$ cat config.mk
export PLATFORM = sky130hd
export DESIGN_NAME = sps_top
export DESIGN_NICKNAME = d
export VERILOG_FILES = /design/src/logic/sps_pkg.sv /design/src/logic/sps_strap_capture.sv /design/src/logic/sps_top.sv
export SDC_FILE = /design/constraint.sdc
export NUM_CORES = 1
export LEC_CHECK = 0
export CAP_MARGIN = 30
export CORE_MARGIN = 3
export CORE_UTILIZATION = 50
export DETAILED_ROUTE_END_ITERATION = 7
export DONT_BUFFER_PORTS = 1
export GPL_TIMING_DRIVEN = 0
export PLACE_DENSITY = 0.67
export SYNTH_ARGS = -nofsm -noshare
export SYNTH_HDL_FRONTEND = slang
export SYNTH_SLANG_ARGS = --single-unit
$ cat constraint.sdc
create_clock -name i_mclk -period 1.8 [get_ports i_mclk]
set_input_delay 0.27 -clock i_mclk [delete_from_list [all_inputs] [get_ports i_mclk]]
set_output_delay 0.27 -clock i_mclk [all_outputs]
set_load 0.05 [all_outputs]
$ cat src/logic/sps_pkg.sv
// Constants, register map and state codes for the serial-port strap loader
//////////////////////////////////////////////////////////////////////////////
package sps_pkg;
   //////////////////////////////////////////////////////////////////////////
   // Sizes
   localparam int NPORT  = 2;
   localparam int NSTRAP = 6;
   localparam int AXI_AW = 8;
   //////////////////////////////////////////////////////////////////////////
   // Strap bit positions: port 0 pins then port 1 pins
   localparam int STRAP_FAN_DUTY   = 0; // Port 0 terminal-ready pin
   localparam int STRAP_VID_MODE   = 1; // Port 0 request-to-send pin
   localparam int STRAP_CFG_PORT   = 2; // Port 0 serial-out pin
   localparam int STRAP_BOOT_ROM   = 3; // Port 1 terminal-ready pin
   localparam int STRAP_FAN_METHOD = 4; // Port 1 request-to-send pin
   localparam int STRAP_FLASH_EN   = 5; // Port 1 serial-out pin
   localparam logic [NSTRAP-1:0] STRAP_DEFAULT = 6'h3F;
   //////////////////////////////////////////////////////////////////////////
   // Strap decode values
   localparam logic [7:0] CFG_PORT_HIGH = 8'h4E;
   localparam logic [7:0] CFG_PORT_LOW  = 8'h2E;
   localparam logic [6:0] DUTY_DEFAULT  = 7'h3C; // 60 percent
   localparam logic [6:0] DUTY_FULL     = 7'h64; // 100 percent
   //////////////////////////////////////////////////////////////////////////
   // Strap settle time before sampling
   localparam int CLK_PERIOD_NS = 10;
   localparam int SETTLE_NS     = 100;
   localparam int SETTLE_CYC    = (SETTLE_NS + CLK_PERIOD_NS - 1) / CLK_PERIOD_NS;
   localparam int SETTLE_W      = $clog2(SETTLE_CYC + 1);
   localparam logic [SETTLE_W-1:0] SETTLE_LAST = SETTLE_W'(SETTLE_CYC - 1);
   //////////////////////////////////////////////////////////////////////////
   // Register offsets
   localparam logic [AXI_AW-1:0] ADDR_STATUS  = 8'h00;
   localparam logic [AXI_AW-1:0] ADDR_MODEM   = 8'h04;
   localparam logic [AXI_AW-1:0] ADDR_CONTROL = 8'h08;
   //////////////////////////////////////////////////////////////////////////
   // Field positions
   localparam int STAT_DONE_BIT  = 8;
   localparam int STAT_PORT_LSB  = 16;
   localparam int STAT_DUTY_LSB  = 24;
   localparam int CTL_PORT_W     = 4;  // Control bits per serial port
   localparam int CTL_TERM_READY = 0;
   localparam int CTL_REQ_SEND   = 1;
   localparam int CTL_SER_OUT    = 2;
   localparam int MDM_PORT_W     = 8;  // Modem status bits per serial port
   localparam int MDM_CARRIER    = 0;
   localparam int MDM_RING       = 1;
   localparam int MDM_SET_READY  = 2;
   localparam int MDM_CLEAR_SEND = 3;
   localparam int MDM_SER_IN     = 4;
   localparam logic [7:0] CONTROL_RESET = 8'h44; // Serial out idles high
   //////////////////////////////////////////////////////////////////////////
   // Bus responses
   localparam logic [1:0] RESP_OKAY   = 2'h0;
   localparam logic [1:0] RESP_SLVERR = 2'h2;
   //////////////////////////////////////////////////////////////////////////
   // Loader states
   typedef enum logic [2:0] {
      SPS_ST_SETTLE = 3'b001,
      SPS_ST_SAMPLE = 3'b010,
      SPS_ST_RUN    = 3'b100
   } sps_state_t;
endpackage

$ cat src/logic/sps_strap_capture.sv
// Strap latch: one flip-flop per strap, loaded once on the capture strobe
`timescale 1ns/10ps
module sps_strap_capture #(
   parameter int               WIDTH     = 6,
   parameter logic [WIDTH-1:0] RESET_VAL = 6'h3F
) (
   input  wire logic             i_mclk,
   input  wire logic             i_srst,
   input  wire logic             i_capture,
   input  wire logic [WIDTH-1:0] i_pins,
   output logic      [WIDTH-1:0] o_straps
);
   //////////////////////////////////////////////////////////////////////////
   // Each strap holds its defaulted value until the single capture
   genvar g;
   generate
      for (g = 0; g < WIDTH; g++) begin : g_bit
         always_ff @(posedge i_mclk) begin
            if (i_srst) begin
               o_straps[g] <= RESET_VAL[g];
            end else if (i_capture) begin
               o_straps[g] <= i_pins[g];
            end
         end
      end
   endgenerate
endmodule

$ cat src/logic/sps_top.sv
// Strap loader and modem-control pins for the two serial ports, AXI4-Lite registers
//
// The placing of the registers and the AXI4-Lite interface to the registers were decided locally.
`timescale 1ns/10ps
module sps_top
   import sps_pkg::*;
(
   input  wire logic              i_mclk,
   input  wire logic              i_srst,
   // AXI4-Lite slave
   input  wire logic [AXI_AW-1:0] i_s_axi_awaddr,
   input  wire logic              i_s_axi_awvalid,
   output logic                   o_s_axi_awready,
   input  wire logic [31:0]       i_s_axi_wdata,
   input  wire logic [3:0]        i_s_axi_wstrb,
   input  wire logic              i_s_axi_wvalid,
   output logic                   o_s_axi_wready,
   output logic [1:0]             o_s_axi_bresp,
   output logic                   o_s_axi_bvalid,
   input  wire logic              i_s_axi_bready,
   input  wire logic [AXI_AW-1:0] i_s_axi_araddr,
   input  wire logic              i_s_axi_arvalid,
   output logic                   o_s_axi_arready,
   output logic [31:0]            o_s_axi_rdata,
   output logic [1:0]             o_s_axi_rresp,
   output logic                   o_s_axi_rvalid,
   input  wire logic              i_s_axi_rready,
   // Shared strap pins, one bit per serial port
   input  wire logic [NPORT-1:0]  i_terminal_ready_n,
   output logic      [NPORT-1:0]  o_terminal_ready_n,
   output logic      [NPORT-1:0]  o_terminal_ready_n_oe_n,
   output logic      [NPORT-1:0]  o_terminal_ready_n_pullup,
   input  wire logic [NPORT-1:0]  i_request_to_send_n,
   output logic      [NPORT-1:0]  o_request_to_send_n,
   output logic      [NPORT-1:0]  o_request_to_send_n_oe_n,
   output logic      [NPORT-1:0]  o_request_to_send_n_pullup,
   input  wire logic [NPORT-1:0]  i_serial_out,
   output logic      [NPORT-1:0]  o_serial_out,
   output logic      [NPORT-1:0]  o_serial_out_oe_n,
   output logic      [NPORT-1:0]  o_serial_out_pullup,
   // Modem inputs
   input  wire logic [NPORT-1:0]  i_carrier_detect_n,
   input  wire logic [NPORT-1:0]  i_ring_indicate_n,
   input  wire logic [NPORT-1:0]  i_set_ready_n,
   input  wire logic [NPORT-1:0]  i_clear_to_send_n,
   input  wire logic [NPORT-1:0]  i_serial_in,
   // Strap results
   output logic                   o_strap_done,
   output logic [6:0]             o_fan_default_duty,
   output logic                   o_voltage_id_inputs_bidir,
   output logic                   o_voltage_id_outputs_enable,
   output logic                   o_general_port_zero_enable,
   output logic [7:0]             o_config_port_addr,
   output logic                   o_boot_from_spi,
   output logic                   o_fan_drive_linear,
   output logic                   o_serial_flash_enable
);
   //////////////////////////////////////////////////////////////////////////
   // Declarations
   sps_state_t            state;
   sps_state_t            next_state;
   logic [SETTLE_W-1:0]   settle_cnt;
   logic                  capture;
   logic [NSTRAP-1:0]     strap_pins;
   logic [NSTRAP-1:0]     straps;
   logic                  running;
   logic [7:0]            control;
   logic [31:0]           modem_status;
   logic [31:0]           status_word;
   logic                  aw_held;
   logic [AXI_AW-1:0]     aw_addr;
   logic                  w_held;
   logic [31:0]           w_data;
   logic [3:0]            w_strb;
   logic                  do_write;
   logic                  write_hit;
   logic [31:0]           next_rdata;
   logic [1:0]            next_rresp;

   //////////////////////////////////////////////////////////////////////////
   // Loader sequence: settle after reset, sample once, then run
   always_comb begin
      next_state = state;
      unique case (state)
         SPS_ST_SETTLE: begin
            if (settle_cnt == SETTLE_LAST) begin
               next_state = SPS_ST_SAMPLE;
            end
         end
         SPS_ST_SAMPLE: begin
            next_state = SPS_ST_RUN;
         end
         SPS_ST_RUN: begin
            next_state = SPS_ST_RUN; // Held until the next reset
         end
         default: begin
            next_state = SPS_ST_SETTLE;
         end
      endcase
   end

   // State register
   always_ff @(posedge i_mclk) begin
      if (i_srst) begin
         state <= SPS_ST_SETTLE;
      end else begin
         state <= next_state;
      end
   end

   // Settle counter, only runs while settling
   always_ff @(posedge i_mclk) begin
      if (i_srst) begin
         settle_cnt <= '0;
      end else if (state == SPS_ST_SETTLE) begin
         settle_cnt <= settle_cnt + SETTLE_W'(1);
      end
   end

   assign capture = (state == SPS_ST_SAMPLE);
   assign running = (state == SPS_ST_RUN);

   //////////////////////////////////////////////////////////////////////////
   // Pin levels as seen by the strap latch
   assign strap_pins = {i_serial_out[1], i_request_to_send_n[1], i_terminal_ready_n[1],
                        i_serial_out[0], i_request_to_send_n[0], i_terminal_ready_n[0]};

   sps_strap_capture #(
      .WIDTH     (NSTRAP),
      .RESET_VAL (STRAP_DEFAULT)
   ) sps_strap_capture_inst (
      .i_mclk    (i_mclk),
      .i_srst    (i_srst),
      .i_capture (capture),
      .i_pins    (strap_pins),
      .o_straps  (straps)
   );

   //////////////////////////////////////////////////////////////////////////
   // Strap decode, registered so the outputs come from flip-flops
   always_ff @(posedge i_mclk) begin
      if (i_srst) begin
         o_strap_done <= 1'b0;
      end else begin
         o_strap_done <= running;
      end
   end

   // Fan defaults
   always_ff @(posedge i_mclk) begin
      if (i_srst) begin
         o_fan_default_duty <= DUTY_DEFAULT;
         o_fan_drive_linear <= 1'b0;
      end else begin
         o_fan_default_duty <= straps[STRAP_FAN_DUTY] ? DUTY_DEFAULT : DUTY_FULL;
         o_fan_drive_linear <= ~straps[STRAP_FAN_METHOD];
      end
   end

   // Voltage-ID pin use
   always_ff @(posedge i_mclk) begin
      if (i_srst) begin
         o_voltage_id_inputs_bidir   <= 1'b0;
         o_voltage_id_outputs_enable <= 1'b1;
         o_general_port_zero_enable  <= 1'b0;
      end else begin
         o_voltage_id_inputs_bidir   <= ~straps[STRAP_VID_MODE];
         o_voltage_id_outputs_enable <= straps[STRAP_VID_MODE];
         o_general_port_zero_enable  <= ~straps[STRAP_VID_MODE];
      end
   end

   // Configuration port, boot ROM and serial flash
   always_ff @(posedge i_mclk) begin
      if (i_srst) begin
         o_config_port_addr    <= CFG_PORT_HIGH;
         o_boot_from_spi       <= 1'b0;
         o_serial_flash_enable <= 1'b0;
      end else begin
         o_config_port_addr    <= straps[STRAP_CFG_PORT] ? CFG_PORT_HIGH : CFG_PORT_LOW;
         o_boot_from_spi       <= ~straps[STRAP_BOOT_ROM];
         o_serial_flash_enable <= ~straps[STRAP_FLASH_EN];
      end
   end

   //////////////////////////////////////////////////////////////////////////
   // Shared pins: pull-up and released while strapping, driven afterwards
   genvar p;
   generate
      for (p = 0; p < NPORT; p++) begin : g_port
         always_ff @(posedge i_mclk) begin
            if (i_srst) begin
               o_terminal_ready_n_oe_n[p]    <= 1'b1;
               o_request_to_send_n_oe_n[p]   <= 1'b1;
               o_serial_out_oe_n[p]          <= 1'b1;
               o_terminal_ready_n_pullup[p]  <= 1'b1;
               o_request_to_send_n_pullup[p] <= 1'b1;
               o_serial_out_pullup[p]        <= 1'b1;
            end else begin
               o_terminal_ready_n_oe_n[p]    <= ~running;
               o_request_to_send_n_oe_n[p]   <= ~running;
               o_serial_out_oe_n[p]          <= ~running;
               o_terminal_ready_n_pullup[p]  <= ~running;
               o_request_to_send_n_pullup[p] <= ~running;
               o_serial_out_pullup[p]        <= ~running;
            end
         end

         // Pin levels; a set control bit drives terminal-ready and request-to-send low, serial-out high
         always_ff @(posedge i_mclk) begin
            if (i_srst) begin
               o_terminal_ready_n[p]  <= 1'b1;
               o_request_to_send_n[p] <= 1'b1;
               o_serial_out[p]        <= 1'b1;
            end else begin
               o_terminal_ready_n[p]  <= ~control[p*CTL_PORT_W+CTL_TERM_READY];
               o_request_to_send_n[p] <= ~control[p*CTL_PORT_W+CTL_REQ_SEND];
               o_serial_out[p]        <= control[p*CTL_PORT_W+CTL_SER_OUT];
            end
         end

         // Modem status shown as asserted-high bits
         assign modem_status[p*MDM_PORT_W+MDM_CARRIER]    = ~i_carrier_detect_n[p];
         assign modem_status[p*MDM_PORT_W+MDM_RING]       = ~i_ring_indicate_n[p];
         assign modem_status[p*MDM_PORT_W+MDM_SET_READY]  = ~i_set_ready_n[p];
         assign modem_status[p*MDM_PORT_W+MDM_CLEAR_SEND] = ~i_clear_to_send_n[p];
         assign modem_status[p*MDM_PORT_W+MDM_SER_IN]     = i_serial_in[p];
         assign modem_status[p*MDM_PORT_W+7:p*MDM_PORT_W+5] = 3'h0;
      end
   endgenerate

   assign modem_status[31:NPORT*MDM_PORT_W] = '0;

   // Status word: raw straps, done flag, config port and fan duty
   assign status_word = {1'b0, o_fan_default_duty, o_config_port_addr,
                         7'h00, o_strap_done, 2'h0, straps};

   //////////////////////////////////////////////////////////////////////////
   // AXI write: address and data taken in either order
   assign o_s_axi_awready = ~aw_held;
   assign o_s_axi_wready  = ~w_held;
   assign do_write        = aw_held & w_held & ~o_s_axi_bvalid;
   assign write_hit       = (aw_addr[AXI_AW-1:2] == ADDR_CONTROL[AXI_AW-1:2]);

   // Write address holding register
   always_ff @(posedge i_mclk) begin
      if (i_srst) begin
         aw_held <= 1'b0;
         aw_addr <= '0;
      end else if (i_s_axi_awvalid && !aw_held) begin
         aw_held <= 1'b1;
         aw_addr <= i_s_axi_awaddr;
      end else if (do_write) begin
         aw_held <= 1'b0;
      end
   end

   // Write data holding register
   always_ff @(posedge i_mclk) begin
      if (i_srst) begin
         w_held <= 1'b0;
         w_data <= '0;
         w_strb <= '0;
      end else if (i_s_axi_wvalid && !w_held) begin
         w_held <= 1'b1;
         w_data <= i_s_axi_wdata;
         w_strb <= i_s_axi_wstrb;
      end else if (do_write) begin
         w_held <= 1'b0;
      end
   end

   // Write response
   always_ff @(posedge i_mclk) begin
      if (i_srst) begin
         o_s_axi_bvalid <= 1'b0;
         o_s_axi_bresp  <= RESP_OKAY;
      end else if (do_write) begin
         o_s_axi_bvalid <= 1'b1;
         o_s_axi_bresp  <= write_hit ? RESP_OKAY : RESP_SLVERR;
      end else if (i_s_axi_bready) begin
         o_s_axi_bvalid <= 1'b0;
      end
   end

   // Control register, low byte lane only
   always_ff @(posedge i_mclk) begin
      if (i_srst) begin
         control <= CONTROL_RESET;
      end else if (do_write && write_hit && w_strb[0]) begin
         control <= w_data[7:0];
      end
   end

   //////////////////////////////////////////////////////////////////////////
   // AXI read: one outstanding read, data registered
   assign o_s_axi_arready = ~o_s_axi_rvalid;

   // Read decode
   always_comb begin
      next_rdata = 32'h0000_0000;
      next_rresp = RESP_OKAY;
      if (i_s_axi_araddr[AXI_AW-1:2] == ADDR_STATUS[AXI_AW-1:2]) begin
         next_rdata = status_word;
      end else if (i_s_axi_araddr[AXI_AW-1:2] == ADDR_MODEM[AXI_AW-1:2]) begin
         next_rdata = modem_status;
      end else if (i_s_axi_araddr[AXI_AW-1:2] == ADDR_CONTROL[AXI_AW-1:2]) begin
         next_rdata = {24'h00_0000, control};
      end else begin
         next_rresp = RESP_SLVERR;
      end
   end

   // Read response
   always_ff @(posedge i_mclk) begin
      if (i_srst) begin
         o_s_axi_rvalid <= 1'b0;
         o_s_axi_rdata  <= 32'h0000_0000;
         o_s_axi_rresp  <= RESP_OKAY;
      end else if (i_s_axi_arvalid && !o_s_axi_rvalid) begin
         o_s_axi_rvalid <= 1'b1;
         o_s_axi_rdata  <= next_rdata;
         o_s_axi_rresp  <= next_rresp;
      end else if (i_s_axi_rready) begin
         o_s_axi_rvalid <= 1'b0;
      end
   end
endmodule

==> results.yml <==
die:
  fp.coreArea_sq_um: 5960
  die_h_microns: 84.7
  boundaryPins: 156
  floorplan.die.width_microns: 84.7
  initial_utilization_pct: 52.0
  die_area_sq_um: 7170
  fp-row-count: 28
setup_path:
  critPathRequiredTime_ns: 1.53
  critical-path-max-stage-delay_ns: 0.71
  highest_fanout_seen_on_the_critical_path: 6
  crit_path_cell_trace: "buf_4"
  critical_path.n_buffers_inverters: 1
  worst-endpoint-arrival_ns: 1.36
  path_class: "flop to output pin"
  worst_path_max_delay_cell: "sky130_fd_sc_hd__dfxtp_1"
  critPathLaunchType: "flop"
  cp-end-kind: "output pin"
  crit_family: "flip-flops"
cts:
  cts_tree: "done"
  max-clock-path-buffers: 2
  cts_sinks: 77
  cts_inserted_buffers: 9
  clock-root-buffer: "sky130_fd_sc_hd__clkbuf_8"
  cts_setup_buffers: 0
  later_pin_clock_latency_in_the_skew_report_ns: 0.34
  clk_transition_reported_paths_ns: 0.08
  cts-htree-levels: 3
sta:
  finalHoldViolCount: 0
  finalWorstSetupSlack_ns: 0.170
  maxSlewHeadroom_pct: 54.9
  drv_slew: 0
  unrepaired_setup_endpoints_after_global_routing: "no"
  report.final.setup_viol: 0
  finalCriticalPeriod_ns: 1.63
  max_freq_mhz: 613
  max_slew.worst_pin.slew_ns: 0.673
  finClkSkew_ns: 0.0101
  fin_setup_tns_ns: 0
  final_worst_path_period_share_pct: 90.6
power:
  ir_drop_v: 0.000557
  power-per-cell-area_nw_per_um2: 957
  p_leak_nw: 1.43
global_routing:
  global_route.overflow_total: 0
  gr-usage-all-layers_pct: 17.4
  grt_first_pass_wirelength_mm: 9.74
  maximum_number_of_pins_on_one_net_before_global_route_repair: 13
  number_of_global_route_vias_before_repair: 2003
  grt_antenna_before_repair: 0
placed_design:
  place_congestion: 0.793
  buffer_ports.inserted: 0
  dp.cells: 423
  detailed_place_hpwl_mm: 4.66
  pre_cts_worst_setup_slack_ns: -0.0609
  place_area_sq_um: 3260
layout:
  fill_cells: 573
  post_route_cells_drive_above_1_share_pct: 18.3
  final_area_sq_um: 3500
  register_area_sq_um: 1540
  multi_input_gate_area_sq_um: 1210
  diodes: 0
  final_util_pct: 58.7
  final_net_count: 439
  area_growth_pct: 13.1
  fin_cells: 442
yosys:
  yosysUniqueCellTypes: 40
  syn_area_per_cell_sq_um: 9.40
  number_of_warnings_issued_by_yosys: 0
  synth_cells: 329
  yosys_register_bits: 77
  fraction_of_the_yosys_area_taken_by_sequential_cells_pct: 49.8
  syn_area_sq_um: 3090
drt:
  drt-wirelength-per-cell_microns: 14.1
  num_vias: 2128
  antenna_violating_nets_post_route: 0
  dr.pass1.iters: 4
  post-route-drc-count: 0
  drtIter0Drc: 142
  drt-total-wl_mm: 6.23
  drt-vias-per-instance: 4.81
worst_hold_path:
  worst_hold_path_type: "primary input to flop"
run:
  max_cap_violations: 0
outcome:
  status: "complete, no violations"
==> layer usage <==
metal	up-vias	wire length [microns]	GRT usage, %
li1	1106	-	-
met1	929	2760	22.2
met2	89	2870	26.4
met3	4	558	6.38
met4	0	42	7.77
met5	-	0	0
==> logic make-up (layout without fill, tap and decap cells) <==
family,count (synthesis),in the layout,synth area share (%)
fa+ha+maj,2,2,0.809
xor+xnor,2,2,0.566
compound gates,44,44,9.38
flops,77,77,49.8
other cells,2,21,0.243
simple gates,105,105,17.1
buf+inv,71,90,13.6
mux,26,26,8.41
==> what timing repair did <==
action | in CTS | in global routing
hold buffers | 3 | 0
hold endpoints to repair | 3 | 0
gates resized for setup | 2 | 2
setup endpoints to repair | 20 | 4
==> area by class of cell <==
type                    count  share of cell area [%]
clock buffers              13                    5.11
inverters                  15                    1.61
repair buffers              3                   0.858
clock inverters             3                   0.501
multi-input cells         200                    34.6
plain buffers              56                    10.5
well taps                  75                    2.68
flip-flops and latches     77                    44.1
==> where the power goes <==
part / total (W) / switching, W / internal (W)
combinational: 0.000326 / 0.000227 / 0.0000988
sequential: 0.00179 / 0.0000515 / 0.00174
clock: 0.00123 / 0.000582 / 0.000647
total: 0.00335 / 0.000861 / 0.00249
==> path summary, 6_finish.rpt <==
path                            slack (ns)               from  depth (start not counted)                      to
worst min-delay path                  0.05     i_serial_in[1]                          2       o_s_axi_rdata[12]
worst max register to register        0.20     o_s_axi_bvalid                          4              control[0]
worst max-delay path                  0.17  o_s_axi_rdata[29]                          1       o_s_axi_rdata[26]
worst min register to register        0.43         control[5]                          1  o_request_to_send_n[1]
==> cells in the final DEF, fill, tap and decap left out, drive strengths merged <==
master	instances
dfxtp	77
or3	2
a2111o	1
or3b	1
clkinvlp	1
nor2b	4
nand2b	6
a22o	9
o2bb2ai	4
or2	1
and3	1
nand3b	1
inv	15
clkbuf	24
xnor2	2
conb	21
nor4b	2
clkinv	2
nand3	1
and4	1
buf	45
dlygate4sd3	3
or4b	1
mux2i	26
nor2	25
a21oi	18
o311ai	1
nor3	6
o22ai	5
and3b	1
a211oi	2
o21ai	4
ha	2
or4	6
nor3b	3
nand2	43
==> Yosys cell counts, drive strengths merged <==
cell / count / area [sq um]
dfxtp: 77 / 1540
nor3b: 3 / 27.5
or4: 6 / 52.6
and4: 1 / 8.76
o311ai: 1 / 8.76
o22ai: 5 / 31.3
nand3: 1 / 5.00
xnor2: 2 / 17.5
ha: 2 / 25.0
nand2: 43 / 161
nor2: 25 / 93.8
buf: 46 / 328
mux2i: 26 / 260
or3: 2 / 12.5
a22o: 9 / 78.8
o2bb2ai: 4 / 35.0
and3: 1 / 6.26
clkbuf: 10 / 37.5
nor4b: 2 / 23.8
or2: 1 / 6.26
nand3b: 1 / 7.51
a211oi: 2 / 15.0
nand2b: 6 / 37.5
conb: 2 / 7.51
o21ai: 4 / 20.0
or3b: 1 / 8.76
nor3: 6 / 35.0
and3b: 1 / 8.76
inv: 15 / 56.3
a21oi: 18 / 90.1
nor2b: 4 / 25.0
a2111o: 1 / 11.3
or4b: 1 / 10.0
==> registers in the layout, indices dropped and copies added (netlist names), 2 cells and up <==
name                             count
o_config_port_addr                   2
state                                3
aw_addr                              6
w_data                               8
control                              8
settle_cnt                           4
sps_strap_capture_inst.o_straps      6
o_fan_default_duty                   2
o_s_axi_rdata                       18
o_serial_out                         2
o_request_to_send_n                  2
o_terminal_ready_n                   2
==> metrics by stage <==
| step | total power (W) | hold WS, ns |
|---|---|---|
| after global routing | 0.00349 | 0.0446 |
| after global placement | 0.00214 | 0.362 |
| after detailed placement | 0.00215 | 0.363 |
| after CTS | 0.00338 | 0.0336 |
| final | 0.00335 | 0.0500 |
| after floorplan | 0.00211 | 0.358 |
Note: power is estimated with default switching activity, not from simulation.
